===== src/wdtrf_pkg.sv =====
package wdtrf_pkg;

  // register offsets, data space and short i/o space
  localparam logic [7:0] CAUSE_DS_OFS  = 8'h54;
  localparam logic [7:0] IO_SPACE_BIAS = 8'h20;
  localparam logic [7:0] CAUSE_IO_OFS  = CAUSE_DS_OFS - IO_SPACE_BIAS;
  localparam logic [7:0] CTRL_DS_OFS   = 8'h60;

  // field positions of the cause register
  localparam int WDOG_FLAG_BIT     = 3;
  localparam int BROWNOUT_FLAG_BIT = 2;
  localparam int PIN_FLAG_BIT      = 1;
  localparam int POWERON_FLAG_BIT  = 0;

  // values after reset; power-on loads the cause register with 4'b0001, not CAUSE_RESET
  localparam logic [7:0] CAUSE_RESET = 8'h00;
  localparam logic [7:0] CTRL_RESET  = 8'h00;

  // timing
  localparam int            OSC_FREQ_KHZ  = 128;
  localparam int            UNLOCK_CYCLES = 4;
  localparam logic [1:0]    UNLOCK_LOAD   = 2'(UNLOCK_CYCLES - 1);
  localparam int            CNT_W         = 21;
  localparam logic [20:0]   TIMEOUT_BASE  = 21'h000800;
  localparam logic [3:0]    SEL_MAX_CODE  = 4'h9;

  // control register, laid out bit for bit
  typedef struct packed {
    logic       irq_flag;
    logic       irq_enable;
    logic       sel_hi;
    logic       change_unlock;
    logic       reset_enable;
    logic [2:0] sel_lo;
  } wdtrf_ctrl_t;

  // reset cause flags, low nibble of the cause register
  typedef struct packed {
    logic wdog;
    logic brownout;
    logic pin;
    logic poweron;
  } wdtrf_cause_t;

  // one register access from the core
  typedef struct packed {
    logic       rd;
    logic       wr;
    logic       io_space;
    logic [7:0] addr;
    logic [7:0] wdata;
  } wdtrf_bus_t;

  typedef enum logic [3:0] {
    MODE_STOPPED  = 4'b0001,
    MODE_IRQ      = 4'b0010,
    MODE_RESET    = 4'b0100,
    MODE_COMBINED = 4'b1000
  } wdtrf_mode_t;

endpackage


===== src/wdtrf_top.sv =====
`timescale 1ns/10ps
module wdtrf_top
  import wdtrf_pkg::*;
(
  // clock and power-on reset
  input  wire logic       MCLK_IN,
  input  wire logic       RST_IN,
  // register access from the core
  input  wire logic       RD_IN,
  input  wire logic       WR_IN,
  input  wire logic       IO_SPACE_IN,
  input  wire logic [7:0] ADDR_IN,
  input  wire logic [7:0] WDATA_IN,
  output logic      [7:0] RDATA_OUT,
  // core events
  input  wire logic       RESTART_IN,
  input  wire logic       IRQ_ACK_IN,
  input  wire logic       GLOBAL_IRQ_EN_IN,
  output logic            IRQ_OUT,
  // oscillator tick, fuse, other reset sources
  input  wire logic       OSC_TICK_IN,
  input  wire logic       FORCE_RESET_FUSE_IN,
  input  wire logic       BROWNOUT_RST_IN,
  input  wire logic       PIN_RST_IN,
  output logic            WDOG_RST_OUT
);

  wdtrf_bus_t         bus;
  wdtrf_ctrl_t        ctrl;
  wdtrf_ctrl_t        next_ctrl;
  wdtrf_ctrl_t        wr_ctrl_val;
  wdtrf_cause_t       cause;
  wdtrf_cause_t       next_cause;
  wdtrf_mode_t        mode;
  logic [1:0]         unlock_cnt;
  logic [1:0]         next_unlock_cnt;
  logic [CNT_W-1:0]   count;
  logic [CNT_W-1:0]   next_count;
  logic [CNT_W-1:0]   limit;
  logic [3:0]         sel_code;
  logic [7:0]         rdata;
  logic [7:0]         next_rdata;
  logic               next_wdog_rst;
  logic               fuse_programmed;
  logic               eff_irq_enable;
  logic               eff_reset_enable;
  logic               wr_cause;
  logic               wr_ctrl;
  logic               rd_cause;
  logic               rd_ctrl;
  logic               expire;
  logic               timeout_irq;
  logic               timeout_rst;
  logic               sys_reset;
  logic               unlock_req;

  assign bus = '{rd: RD_IN, wr: WR_IN, io_space: IO_SPACE_IN,
                 addr: ADDR_IN, wdata: WDATA_IN};
  assign wr_ctrl_val = wdtrf_ctrl_t'(bus.wdata);

  // address decode; the control register lies above the short i/o range
  // unmapped addresses read as zero and swallow writes
  always_comb begin
    wr_cause = 1'b0;
    wr_ctrl  = 1'b0;
    rd_cause = 1'b0;
    rd_ctrl  = 1'b0;
    if (bus.io_space && bus.addr == CAUSE_IO_OFS) begin
      wr_cause = bus.wr;
      rd_cause = bus.rd;
    end else if (!bus.io_space && bus.addr == CAUSE_DS_OFS) begin
      wr_cause = bus.wr;
      rd_cause = bus.rd;
    end else if (!bus.io_space && bus.addr == CTRL_DS_OFS) begin
      wr_ctrl = bus.wr;
      rd_ctrl = bus.rd;
    end
  end

  // mode selection; the fuse pins enables to reset-only
  assign fuse_programmed  = ~FORCE_RESET_FUSE_IN;
  assign eff_irq_enable   = ctrl.irq_enable & ~fuse_programmed;
  assign eff_reset_enable = ctrl.reset_enable | fuse_programmed;

  always_comb begin
    case ({eff_reset_enable, eff_irq_enable})
      2'b01:   mode = MODE_IRQ;
      2'b10:   mode = MODE_RESET;
      2'b11:   mode = MODE_COMBINED;
      default: mode = MODE_STOPPED;
    endcase
  end

  // time-out length; reserved codes fall back to the longest period
  // nothing refuses a reserved code, but only an unlocked write sets one
  assign sel_code = {ctrl.sel_hi, ctrl.sel_lo};
  always_comb begin
    if (sel_code > SEL_MAX_CODE) begin
      limit = TIMEOUT_BASE << SEL_MAX_CODE;
    end else begin
      limit = TIMEOUT_BASE << sel_code;
    end
  end

  // a restart on the last tick wins, so a core that kicks just in time
  // is never reset for the race
  assign expire = OSC_TICK_IN && mode != MODE_STOPPED && !RESTART_IN
                  && count == limit - 21'h000001;

  always_comb begin
    timeout_irq = 1'b0;
    timeout_rst = 1'b0;
    case (mode)
      MODE_IRQ: begin
        timeout_irq = expire;
      end
      MODE_RESET: begin
        timeout_rst = expire;
      end
      MODE_COMBINED: begin
        // a flag still pending at the next time-out means the handler died
        timeout_irq = expire & ~ctrl.irq_flag;
        timeout_rst = expire & ctrl.irq_flag;
      end
      default: begin
        timeout_irq = 1'b0;
        timeout_rst = 1'b0;
      end
    endcase
  end

  // any system reset restores the control register's reset state, but the watchdog flag holds reset enable set and a same-cycle time-out sets the irq flag
  assign sys_reset = timeout_rst | BROWNOUT_RST_IN | PIN_RST_IN;
  assign unlock_req = wr_ctrl & wr_ctrl_val.change_unlock
                      & wr_ctrl_val.reset_enable;

  // counter; stopped mode parks it at zero, so enabling the watchdog
  // always starts a full period
  always_comb begin
    next_count = count + 21'h000001;
    if (RESTART_IN || sys_reset || mode == MODE_STOPPED) begin
      next_count = '0;
    end else if (expire) begin
      next_count = '0;
    end else if (!OSC_TICK_IN) begin
      next_count = count;
    end
  end

  always_ff @(posedge MCLK_IN or posedge RST_IN) begin
    if (RST_IN) begin
      count <= '0;
    end else begin
      count <= next_count;
    end
  end

  // control register and unlock window
  always_comb begin
    next_ctrl       = ctrl;
    next_unlock_cnt = unlock_cnt;
    // the window counts down on every clock; a control write closes it or reloads it
    if (ctrl.change_unlock) begin
      if (unlock_cnt == 2'h0) begin
        next_ctrl.change_unlock = 1'b0;
      end else begin
        next_unlock_cnt = unlock_cnt - 2'h1;
      end
    end
    if (wr_ctrl) begin
      next_ctrl.irq_enable = wr_ctrl_val.irq_enable;
      if (wr_ctrl_val.irq_flag) begin
        next_ctrl.irq_flag = 1'b0;
      end
      if (wr_ctrl_val.reset_enable) begin
        next_ctrl.reset_enable = 1'b1;
      end else if (ctrl.change_unlock) begin
        next_ctrl.reset_enable = 1'b0;
      end
      if (ctrl.change_unlock) begin
        next_ctrl.sel_hi = wr_ctrl_val.sel_hi;
        next_ctrl.sel_lo = wr_ctrl_val.sel_lo;
      end
      // any other control write uses up the window at once
      if (unlock_req) begin
        next_ctrl.change_unlock = 1'b1;
        next_unlock_cnt         = UNLOCK_LOAD;
      end else begin
        next_ctrl.change_unlock = 1'b0;
      end
    end
    // in combined mode the vector drops back to pure reset mode
    if (IRQ_ACK_IN) begin
      next_ctrl.irq_flag = 1'b0;
      if (mode == MODE_COMBINED) begin
        next_ctrl.irq_enable = 1'b0;
      end
    end
    if (sys_reset) begin
      next_ctrl       = wdtrf_ctrl_t'(CTRL_RESET);
      next_unlock_cnt = 2'h0;
    end
    // set wins over any clear in the same cycle
    if (timeout_irq) begin
      next_ctrl.irq_flag = 1'b1;
    end
    // the flag pins reset enable up, so code that runs away after a
    // watchdog reset cannot switch the watchdog off again
    if (next_cause.wdog) begin
      next_ctrl.reset_enable = 1'b1;
    end
  end

  always_ff @(posedge MCLK_IN or posedge RST_IN) begin
    if (RST_IN) begin
      ctrl       <= wdtrf_ctrl_t'(CTRL_RESET);
      unlock_cnt <= 2'h0;
    end else begin
      ctrl       <= next_ctrl;
      unlock_cnt <= next_unlock_cnt;
    end
  end

  // reset cause flags; software can only clear them
  // bits written 1 keep their value, so read-modify-write is harmless
  always_comb begin
    next_cause = cause;
    if (wr_cause) begin
      next_cause = cause & wdtrf_cause_t'(bus.wdata[3:0]);
    end
    if (timeout_rst) begin
      next_cause.wdog = 1'b1;
    end
    if (BROWNOUT_RST_IN) begin
      next_cause.brownout = 1'b1;
    end
    if (PIN_RST_IN) begin
      next_cause.pin = 1'b1;
    end
  end

  // power-on clears the others and leaves only its own flag standing
  always_ff @(posedge MCLK_IN or posedge RST_IN) begin
    if (RST_IN) begin
      cause <= 4'b0001;
    end else begin
      cause <= next_cause;
    end
  end

  // read data and reset pulse
  // reads show the effective enables, so software sees what the fuse forces
  always_comb begin
    next_rdata = 8'h00;
    if (rd_cause) begin
      next_rdata = {4'h0, cause};
    end else if (rd_ctrl) begin
      next_rdata = {ctrl.irq_flag, eff_irq_enable, ctrl.sel_hi,
                    ctrl.change_unlock, eff_reset_enable, ctrl.sel_lo};
    end
    next_wdog_rst = timeout_rst;
  end

  always_ff @(posedge MCLK_IN or posedge RST_IN) begin
    if (RST_IN) begin
      rdata        <= 8'h00;
      WDOG_RST_OUT <= 1'b0;
    end else begin
      rdata        <= next_rdata;
      WDOG_RST_OUT <= next_wdog_rst;
    end
  end

  assign RDATA_OUT = rdata;
  // level request to the core; it drops as soon as the flag clears
  assign IRQ_OUT   = GLOBAL_IRQ_EN_IN & eff_irq_enable & ctrl.irq_flag;

endmodule


===== config.mk =====
export PLATFORM = sky130hd
export DESIGN_NAME = wdtrf_top
export DESIGN_NICKNAME = d
export VERILOG_FILES = /design/src/wdtrf_pkg.sv /design/src/wdtrf_top.sv
export SDC_FILE = /design/constraint.sdc
export NUM_CORES = 1
export LEC_CHECK = 0
export BUFFER_PORTS_ARGS = -buffer_cell sky130_fd_sc_hd__buf_2
export CORE_ASPECT_RATIO = 0.8
export CORE_UTILIZATION = 38
export DETAILED_ROUTE_END_ITERATION = 10
export SLEW_MARGIN = 30
export SYNTH_ARGS = -nofsm -noshare
export SYNTH_HDL_FRONTEND = slang
export SYNTH_SLANG_ARGS = --single-unit

===== constraint.sdc =====
create_clock -name MCLK_IN -period 6.2 [get_ports MCLK_IN]
set_input_delay 1.24 -clock MCLK_IN [delete_from_list [all_inputs] [get_ports MCLK_IN]]
set_output_delay 1.24 -clock MCLK_IN [all_outputs]
set_load 0.02 [all_outputs]

Word-level counts from Yosys, hierarchy flattened
Cells that the tools add are included.
- $add $sub $neg: 3
- $mul: 0
- div/mod/pow operators: 0
- $lt $le $gt $ge: 1
- equality and inequality tests: 12
- shift-type cells: 1
- muxes and demuxes: 42
- bitwise logic cells: 13
- reductions and logical operators: 23
- operators by type and width (operator ; number):
    two-way mux 21 bit ; 4
    two-way mux 8 bit ; 4
    two-way mux 1 bit ; 23
    adder 21 x 1 -> 21 bit, second input constant ; 1
    == test 21 bit ; 1
    << shifter 12 x 4 -> 21 bit, first input constant ; 1
    subtractor 21 x 1 -> 21 bit, second input constant ; 1
    == test 8 x 7 -> 1 bit, second input constant ; 2
    two-way mux 2 bit ; 6
    one-hot mux 4 bit (3 select lines) ; 1
    nonzero test 4 bit ; 3
    == test 8 x 6 -> 1 bit, second input constant ; 1
    nonzero test 2 bit ; 4
    bitwise AND 1 bit ; 7
    logical AND 1 bit ; 6
    AND reduction 2 bit ; 3
    nonzero test 3 bit ; 2
    bitwise AND 4 bit ; 1
    == test 2 bit, second input constant ; 2
    == test 4 x 1 -> 1 bit, second input constant ; 1
    == test 4 x 2 -> 1 bit, second input constant ; 1
    == test 4 x 3 -> 1 bit, second input constant ; 1
    == test 4 bit, second input constant ; 1
    greater-than comparator 4 bit, second input constant ; 1
    11 further kinds ; 17
- register bits after elaboration: 44
- latch bits: 0
- bits in writable memories: 0
- ROM bits: 0
- bits of input ports: 28
- output and inout bits: 10
- memories kept: 0

Longest topological paths before layout
Gate-level depths: netlist of run 1.
- depth in word-level cells: 15
- mapped depth: 13

Least setup slack after synthesis of run 1
OpenSTA, ideal clock, no wires.
- path type: input to register
- start: input OSC_TICK_IN
- end: register count[10]
- arrival time: 2.713 ns
- setup slack: 3.369 ns
- stages: 9
- path buffers: 3
- cells stage by stage: buf_4 > nand2_1 > nor4_4 > and4_1 > o2111ai_4 > nand2b_2 > buf_6 > buf_12 > nor2_1
- word-level cells in the longest chain between the ends: 10
- elaborated cells on any way between the ends: 12
- RTL lines (what ; line ; text):
    start, declared ; wdtrf_top.sv:21 ; input wire logic OSC_TICK_IN,
    logical AND 1 bit (2 in a row) ; wdtrf_top.sv:107 ; assign expire = OSC_TICK_IN && mode != MODE_STOPPED && !RESTART_IN
    logical AND 1 bit ; wdtrf_top.sv:108 ; && count == limit - 21'h000001;
    bitwise AND 1 bit ; wdtrf_top.sv:123 ; timeout_rst = expire & ctrl.irq_flag;
    one-hot mux 1 bit (2 select lines) ; wdtrf_top.sv:113 ; case (mode)
    bitwise OR 1 bit (2 in a row) ; wdtrf_top.sv:133 ; assign sys_reset = timeout_rst | BROWNOUT_RST_IN | PIN_RST_IN;
    logical OR 1 bit (2 in a row) ; wdtrf_top.sv:141 ; if (RESTART_IN || sys_reset || mode == MODE_STOPPED) begin
    nonzero test 3 bit (no source line) / two-way mux 21 bit (equally long branches) ; n/a ;
    end signal, assigned ; wdtrf_top.sv:154 ; count <= next_count;
    end, declared ; wdtrf_top.sv:37 ; logic [CNT_W-1:0] count;
Several ways; a longest one is shown, not always the timed one.
A chain may end at the register's enable or synchronous reset.

Worst setup path after layout of run 1
- start: input FORCE_RESET_FUSE_IN
- end: output IRQ_OUT
- word-level cells in the longest chain between the ends: 3
- RTL lines (what ; line ; text):
    start, declared ; wdtrf_top.sv:22 ; input wire logic FORCE_RESET_FUSE_IN,
    bitwise AND 1 bit ; wdtrf_top.sv:82 ; assign eff_irq_enable = ctrl.irq_enable & ~fuse_programmed;
    bitwise AND 1 bit (2 in a row) ; wdtrf_top.sv:276 ; assign IRQ_OUT = GLOBAL_IRQ_EN_IN & eff_irq_enable & ctrl.irq_flag;
    end, declared ; wdtrf_top.sv:19 ; output logic IRQ_OUT,
Every way passes these cells.

==> impl_metrics.csv, run 1 <==
group,metric,value,unit
global_routing,grt_pass1_wl,9.16,mm
sta,max_slew_margin,0.478,
place,place_congestion,0.791,
global_routing,track_usage,0.175,
synthesis,synth_edf_count,0,
final_layout,drive_gt1_frac,0.196,
synthesis,syn-num-nets,279,
power_and_ir_drop,power_leakage,1.18,nW
cts,clock_sinks,44,
route,final_antenna_net_count,0,
sta,finalMaxSlewViolations,0,
sta,setup_tns,0,ps
floorplanning,start_util,0.401,
synthesis,ys_ff_latch,44,
cts,ctsResizeCount,0,
floorplanning,core,6040,um2
cts,clock_latency,300,ps
place,port_buffers,37,
global_routing,antenna_found_initial,0,
synthesis,ys.flop_type,"dfrtp_1",
final_layout,fin_area,2750,um2
worst_setup_path,cpMostUsedCell,"buf_2",
final_layout,final_common_cell,"dfrtp_1",
cts,htree_levels,2,
sta,tightest_slew,775,ps
route,viasPerCell,5.17,
worst_setup_path,worstPathCellList,"buf_2, and4_1, buf_2",
synthesis,postSynth.asyncResetShare,1.00,
cts,clk_path_buf_depth,2,
final_layout,finalNetCount,314,
sta,period_needed,2960,ps
worst_setup_path,worst-path-max-fanout,7,
floorplanning,io_pins,38,
synthesis,synth.cell_area,2420,um2
route,vias,1891,
floorplanning,fp.dieH,73.4,um
cts,clkTransAtPathRegs,80,ps
job,cap_viol_max_count,0,
worst_setup_path,cp-end-kind,"primary output",
power_and_ir_drop,p_total,552,uW
synthesis,avgSynthCellArea,9.72,um2
route,drcViolationCount,0,
sta,finalClockSkew,6.90,ps
cts,postCtsHoldBufs,0,
global_routing,overflow,0,
sta,rsz0062_at_grt,"false",
synthesis,yosysWarnings,0,
global_routing,grt_max_degree,45,
synthesis,ys_seq_area_frac,0.456,
route,wl_per_cell,14.1,um
synthesis,yosys.cell_types.count,51,
worst_setup_path,worst_path_dominant_cell_family,"buffers and inverters",
floorplanning,std_cell_rows,25,
synthesis,syn_inst,249,
worst_setup_path,crit_arrival,1720,ps
final_layout,multi_input_area,1210,um2
final_layout,area_delta_synth_final,13.7,%
place,hpwl,3.67,mm
cts,cts_tree,"done",
cts,cts_setup_buffers,0,
route,finalWirelength,5.16,mm
floorplanning,die_area,6690,um2
final_layout,final_cell_mix,"dfrtp_1, buf_2, nor2_1, nand2_1, nand3_1",
cts,cts_root_buffer,"clkbuf_8",
route,dr.first_iter.drc_count,83,
worst_setup_path,cp_slowest_stage_delay,180,ps
worst_setup_path,start_kind,"input pin",
place,dpl_cell_area,2630,um2
final_layout,nFillCells,583,
cts,numCtsBuffers,5,
min_path,min_path_type,"reg2reg",
global_routing,grt_pass1_vias,1840,
worst_setup_path,crit_required,4960,ps
worst_setup_path,slowest_stage,"and4_1",
final_layout,register_area,1100,um2
power_and_ir_drop,pwr_density_cell,201,nW/um2
worst_setup_path,crit_type,"in2out",
worst_setup_path,cp_num_buf_inv,2,
sta,setup_violations,0,
status,status,"finished, final reports clean",
sta,finalHoldViolations,0,
floorplanning,die_w,91.2,um
synthesis,synth.largest_area_cell,"dfrtp_1",
sta,timing.fmax,338,MHz
synthesis,yosys-top-cells-area,"dfrtp_1, nor2_1, xor2_1",
power_and_ir_drop,ir_drop,0.0991,mV
route,first_pass_iters,4,
synthesis,netlist.area_leader.share,0.445,
final_layout,antenna_cells,0,
sta,fin_crit_sh,0.477,
layer usage:
layer,up-vias,part of all wire,track usage,wire [um]
li1,949,-,-,-
met5,-,0,0,0
met4,0,0.011,0.0582,55
met1,891,0.52,0.248,2700
met3,7,0.045,0.0414,234
met2,44,0.42,0.265,2170
final timing paths:
check / start / to / slack (ps) / depth (start not counted)
max: FORCE_RESET_FUSE_IN / IRQ_OUT / 3240 / 3
min reg2reg: cause[0]$_DFFE_PP1P_ / cause[0]$_DFFE_PP1P_ / 470 / 1
max in group asynchronous: RST_IN / cause[0]$_DFFE_PP1P_ / 4760 / 3
min: cause[0]$_DFFE_PP1P_ / cause[0]$_DFFE_PP1P_ / 470 / 1
max reg2reg: ctrl[5]$_DFFE_PP0P_ / count[3]$_DFFE_PP0P_ / 3540 / 9
min in group asynchronous: RST_IN / count[1]$_DFFE_PP0P_ / 1070 / 3
where the power goes:
group	internal, mW	total [mW]	switching [mW]	leakage (nW)
sequential	0.287	0.287	0.000169	0.601
clock	0.142	0.241	0.0987	0.0645
combinational	0.00977	0.0245	0.0148	0.514
synthesized netlist by cell type, types with 4 or more instances:
| cell | instances |
|---|---|
| nand2b_1 | 7 |
| dfrtp_1 | 43 |
| or3_1 | 4 |
| and4_1 | 4 |
| xnor2_1 | 9 |
| nand3b_1 | 4 |
| a22o_1 | 4 |
| xor2_1 | 13 |
| nand2_1 | 21 |
| inv_1 | 4 |
| and3_1 | 5 |
| nor2_1 | 33 |
| and2_1 | 4 |
| nand3_1 | 17 |
| nor3_1 | 5 |
| o21ai_0 | 7 |
| a21oi_1 | 11 |
| nand4_1 | 9 |
registers in the layout, summed over array words and instances (netlist names):
signal / count
count: 21
RDATA_OUT: 8
ctrl: 8
unlock_cnt: 2
cause: 4
WDOG_RST_OUT: 1
per-stage QoR:
stage	util	hold slack, ps	setup slack, ps	std cells
global route	0.456	477	3210	366
floorplan	-	441	3370	249
finish	0.456	470	3240	366
global placement	0.435	454	3110	358
detailed placement	0.435	455	3020	358
CTS	0.456	468	3240	366
cell type report:
type	count	share of cell area
inverters	4	0.00546
clock buffers	7	0.0350
well taps	81	0.0368
flip-flops and latches	44	0.401
multi-input cells	191	0.441
repair buffers	38	0.0700
clock inverters	1	0.0109
cells by family after synthesis:
family	count (synthesis)	share of synthesized area
compound gates	38	0.122
flops	44	0.456
mux	2	0.00879
fa+ha+maj	2	0.0103
simple gates	127	0.281
buf+inv	14	0.0429
xor+xnor	22	0.0796
(Power assumes the default switching activity.)
==> run 2, diff against run 1 <==
- ABC_AREA: not set -> 1
- clock period: 6.2 -> 2.9 ns (I/O delays scaled with it)
==> impl_metrics.csv, run 2 <==
group,metric,value,unit
status,status,"finished, final reports clean",
final_layout,final_util,0.457,
sta,rsz0062_at_grt,"false",
cts,clk_path_buf_depth,2,
power_and_ir_drop,pwr_density_cell,362,nW/um2
route,first_pass_iters,4,
power_and_ir_drop,power_leakage,1.39,nW
synthesis,synth_edf_count,0,
worst_setup_path,cpMostUsedCell,"nand2_1",
floorplanning,die_w,95.1,um
sta,tightest_slew,561,ps
global_routing,grt_pass1_wl,10.2,mm
cts,clock_latency,290,ps
synthesis,synth.largest_area_cell,"dfrtp_1",
final_layout,fin_area,2990,um2
synthesis,avgSynthCellArea,7.52,um2
cts,cts_tree,"done",
final_layout,register_area,1100,um2
global_routing,antenna_found_initial,0,
sta,setup_tns,0,ps
synthesis,synth.cell_area,2630,um2
synthesis,yosysWarnings,0,
final_layout,final_common_cell,"nand2_1",
sta,timing.fmax,449,MHz
place,place_congestion,0.843,
cts,ctsResizeCount,0,
route,drcViolationCount,0,
final_layout,nFillCells,670,
min_path,min_path_type,"in2async",
sta,hold_ws,404,ps
cts,clkTransAtPathRegs,80,ps
worst_setup_path,worst-path-max-fanout,11,
final_layout,multi_input_area,1320,um2
floorplanning,die_area,7270,um2
cts,numCtsBuffers,5,
synthesis,ys.flop_type,"dfrtp_1",
final_layout,drive_gt1_frac,0.196,
floorplanning,fp.dieH,76.4,um
sta,max_slew_margin,0.626,
cts,htree_levels,2,
place,dpl_cell_area,2900,um2
worst_setup_path,crit_type,"reg2reg",
sta,fin_crit_sh,0.768,
cts,cts_setup_buffers,0,
synthesis,postSynth.asyncResetShare,1.00,
floorplanning,io_pins,38,
final_layout,area_delta_synth_final,13.5,%
sta,period_needed,2230,ps
final_layout,finalNetCount,422,
final_layout,antenna_cells,0,
worst_setup_path,cp-end-kind,"flop",
final_layout,regMostFlops,"count",
route,vias,2261,
worst_setup_path,slowest_stage,"dfrtp_1",
worst_setup_path,r2r-start,"ctrl[5]$_DFFE_PP0P_",
worst_setup_path,worstPathCellList,"nor2_2, nand2_1, ha_1, xnor2_1, nand2_1, nand2_1, nand3_1, nor2_4, nand3_4, nand4_4, nor2_1",
final_layout,largest_register_ffs,21,
synthesis,netlist.area_leader.share,0.409,
place,hpwl,4.55,mm
global_routing,grt_max_degree,45,
route,finalWirelength,5.93,mm
floorplanning,core,6540,um2
synthesis,ys_seq_area_frac,0.419,
route,final_antenna_net_count,0,
route,wl_per_cell,12.4,um
sta,finalClockSkew,6.84,ps
floorplanning,start_util,0.403,
global_routing,grt_pass1_vias,2103,
sta,finalMaxSlewViolations,0,
global_routing,overflow,0,
job,cap_viol_max_count,0,
synthesis,syn-num-nets,380,
cts,clock_sinks,44,
sta,layout_setup_ws,672,ps
power_and_ir_drop,ir_drop,0.337,mV
worst_setup_path,r2r-end,"count[19]$_DFFE_PP0P_",
synthesis,post-synth-top-count-cell,"nand2_1",
route,dr.first_iter.drc_count,126,
worst_setup_path,reg2reg_slack,670,ps
cts,cts_root_buffer,"clkbuf_8",
worst_setup_path,crit_arrival,2400,ps
final_layout,final_cell_mix,"nand2_1, nor2_1, dfrtp_1, inv_1, buf_2",
floorplanning,std_cell_rows,26,
route,viasPerCell,4.74,
sta,setup_violations,0,
synthesis,ys_ff_latch,44,
global_routing,track_usage,0.180,
synthesis,yosys-top-cells-area,"dfrtp_1, nand2_1, nor2_1",
cts,postCtsHoldBufs,0,
worst_setup_path,start_kind,"flop",
synthesis,synthTopCellsByCount,"nand2_1, nor2_1, dfrtp_1",
worst_setup_path,worst_path_dominant_cell_family,"simple AND/OR/NAND/NOR gates",
place,post-place-ws,664,ps
synthesis,syn_inst,350,
sta,finalHoldViolations,0,
place,port_buffers,37,
worst_setup_path,cp_num_buf_inv,0,
worst_setup_path,crit_required,3070,ps
worst_setup_path,rr_worst_depth,11,
worst_setup_path,cp_slowest_stage_delay,500,ps
synthesis,yosys.cell_types.count,34,
## run 2: cell types whose count changed after synthesis, sizes merged, moves of 4 or more
cell | previous run | this run
a22o | 4 | 0
and3 | 5 | 1
and4 | 4 | 0
buf | 9 | 3
inv | 4 | 44
nand2 | 21 | 95
nand2b | 8 | 0
nand3 | 17 | 26
nor2 | 34 | 72
nor4 | 4 | 0
o21ai | 7 | 11
or3 | 4 | 0
xnor2 | 9 | 4
## run 2: layout make-up
type,instances,area share
Multi-Input combinational cell,258,0.442
Sequential cell,44,0.369
Tap cell,84,0.0352
Inverter,44,0.0561
Clock inverter,2,0.00335
Timing Repair Buffer,39,0.0670
Clock buffer,6,0.0276
## run 2: worst max-delay path by stage
stage | start | to | slack, ps | depth (start not counted)
after floorplan | ctrl[5]$_DFFE_PP0P_ | count[13]$_DFFE_PP0P_ | 890 | 15
after global placement | ctrl[5]$_DFFE_PP0P_ | ctrl[7]$_DFFE_PP0P_ | 760 | 13
after detailed placement | ctrl[5]$_DFFE_PP0P_ | ctrl[7]$_DFFE_PP0P_ | 660 | 11
after CTS | ctrl[5]$_DFFE_PP0P_ | count[19]$_DFFE_PP0P_ | 640 | 11
after global routing | ctrl[5]$_DFFE_PP0P_ | count[19]$_DFFE_PP0P_ | 420 | 11
final | ctrl[5]$_DFFE_PP0P_ | count[19]$_DFFE_PP0P_ | 670 | 11
## run 2: kinds of logic (layout without fill, tap and decap cells)
kind of cell,Yosys count,count (layout),share of synthesized area
and+or+nand+nor,210,210,0.372
adders and majority gates,2,2,0.00950
AOI/OAI and AO/OA,26,26,0.0537
buffers and inverters,48,91,0.0799
DFF,44,44,0.419
xor gates and xnor gates,20,20,0.0665
## run 2: power breakdown
group / total (mW) / internal (mW) / leakage, nW / switching (mW)
sequential: 0.616 / 0.616 / 0.601 / 0.000626
combinational: 0.0653 / 0.0220 / 0.743 / 0.0433
clock: 0.400 / 0.190 / 0.0510 / 0.210
## run 2: routing by layer
layer | wire (um) | GRT usage | part of all wire | vias to the layer above
met4 | 27 | 0.0364 | 0.0046 | 0
met5 | 0 | 0 | 0 | -
met1 | 3170 | 0.287 | 0.54 | 1037
met3 | 242 | 0.0359 | 0.041 | 2
li1 | - | - | - | 1179
met2 | 2480 | 0.247 | 0.42 | 43
## run 2: worst reg2reg max path, cell delays in order (launching register included)
cell     delay, ps
dfrtp_1        500
nor2_2         190
nand2_1        100
ha_1           280
xnor2_1        160
nand2_1         70
nand2_1         60
nand3_1        110
nor2_4         210
nand3_4        140
nand4_4        220
nor2_1          70
## run 2: metrics by stage
step,power (mW),instances
final,1.08,477
after global routing,1.13,477
after CTS,1.09,477
after detailed placement,0.696,469
after global placement,0.695,469
after floorplan,0.664,350
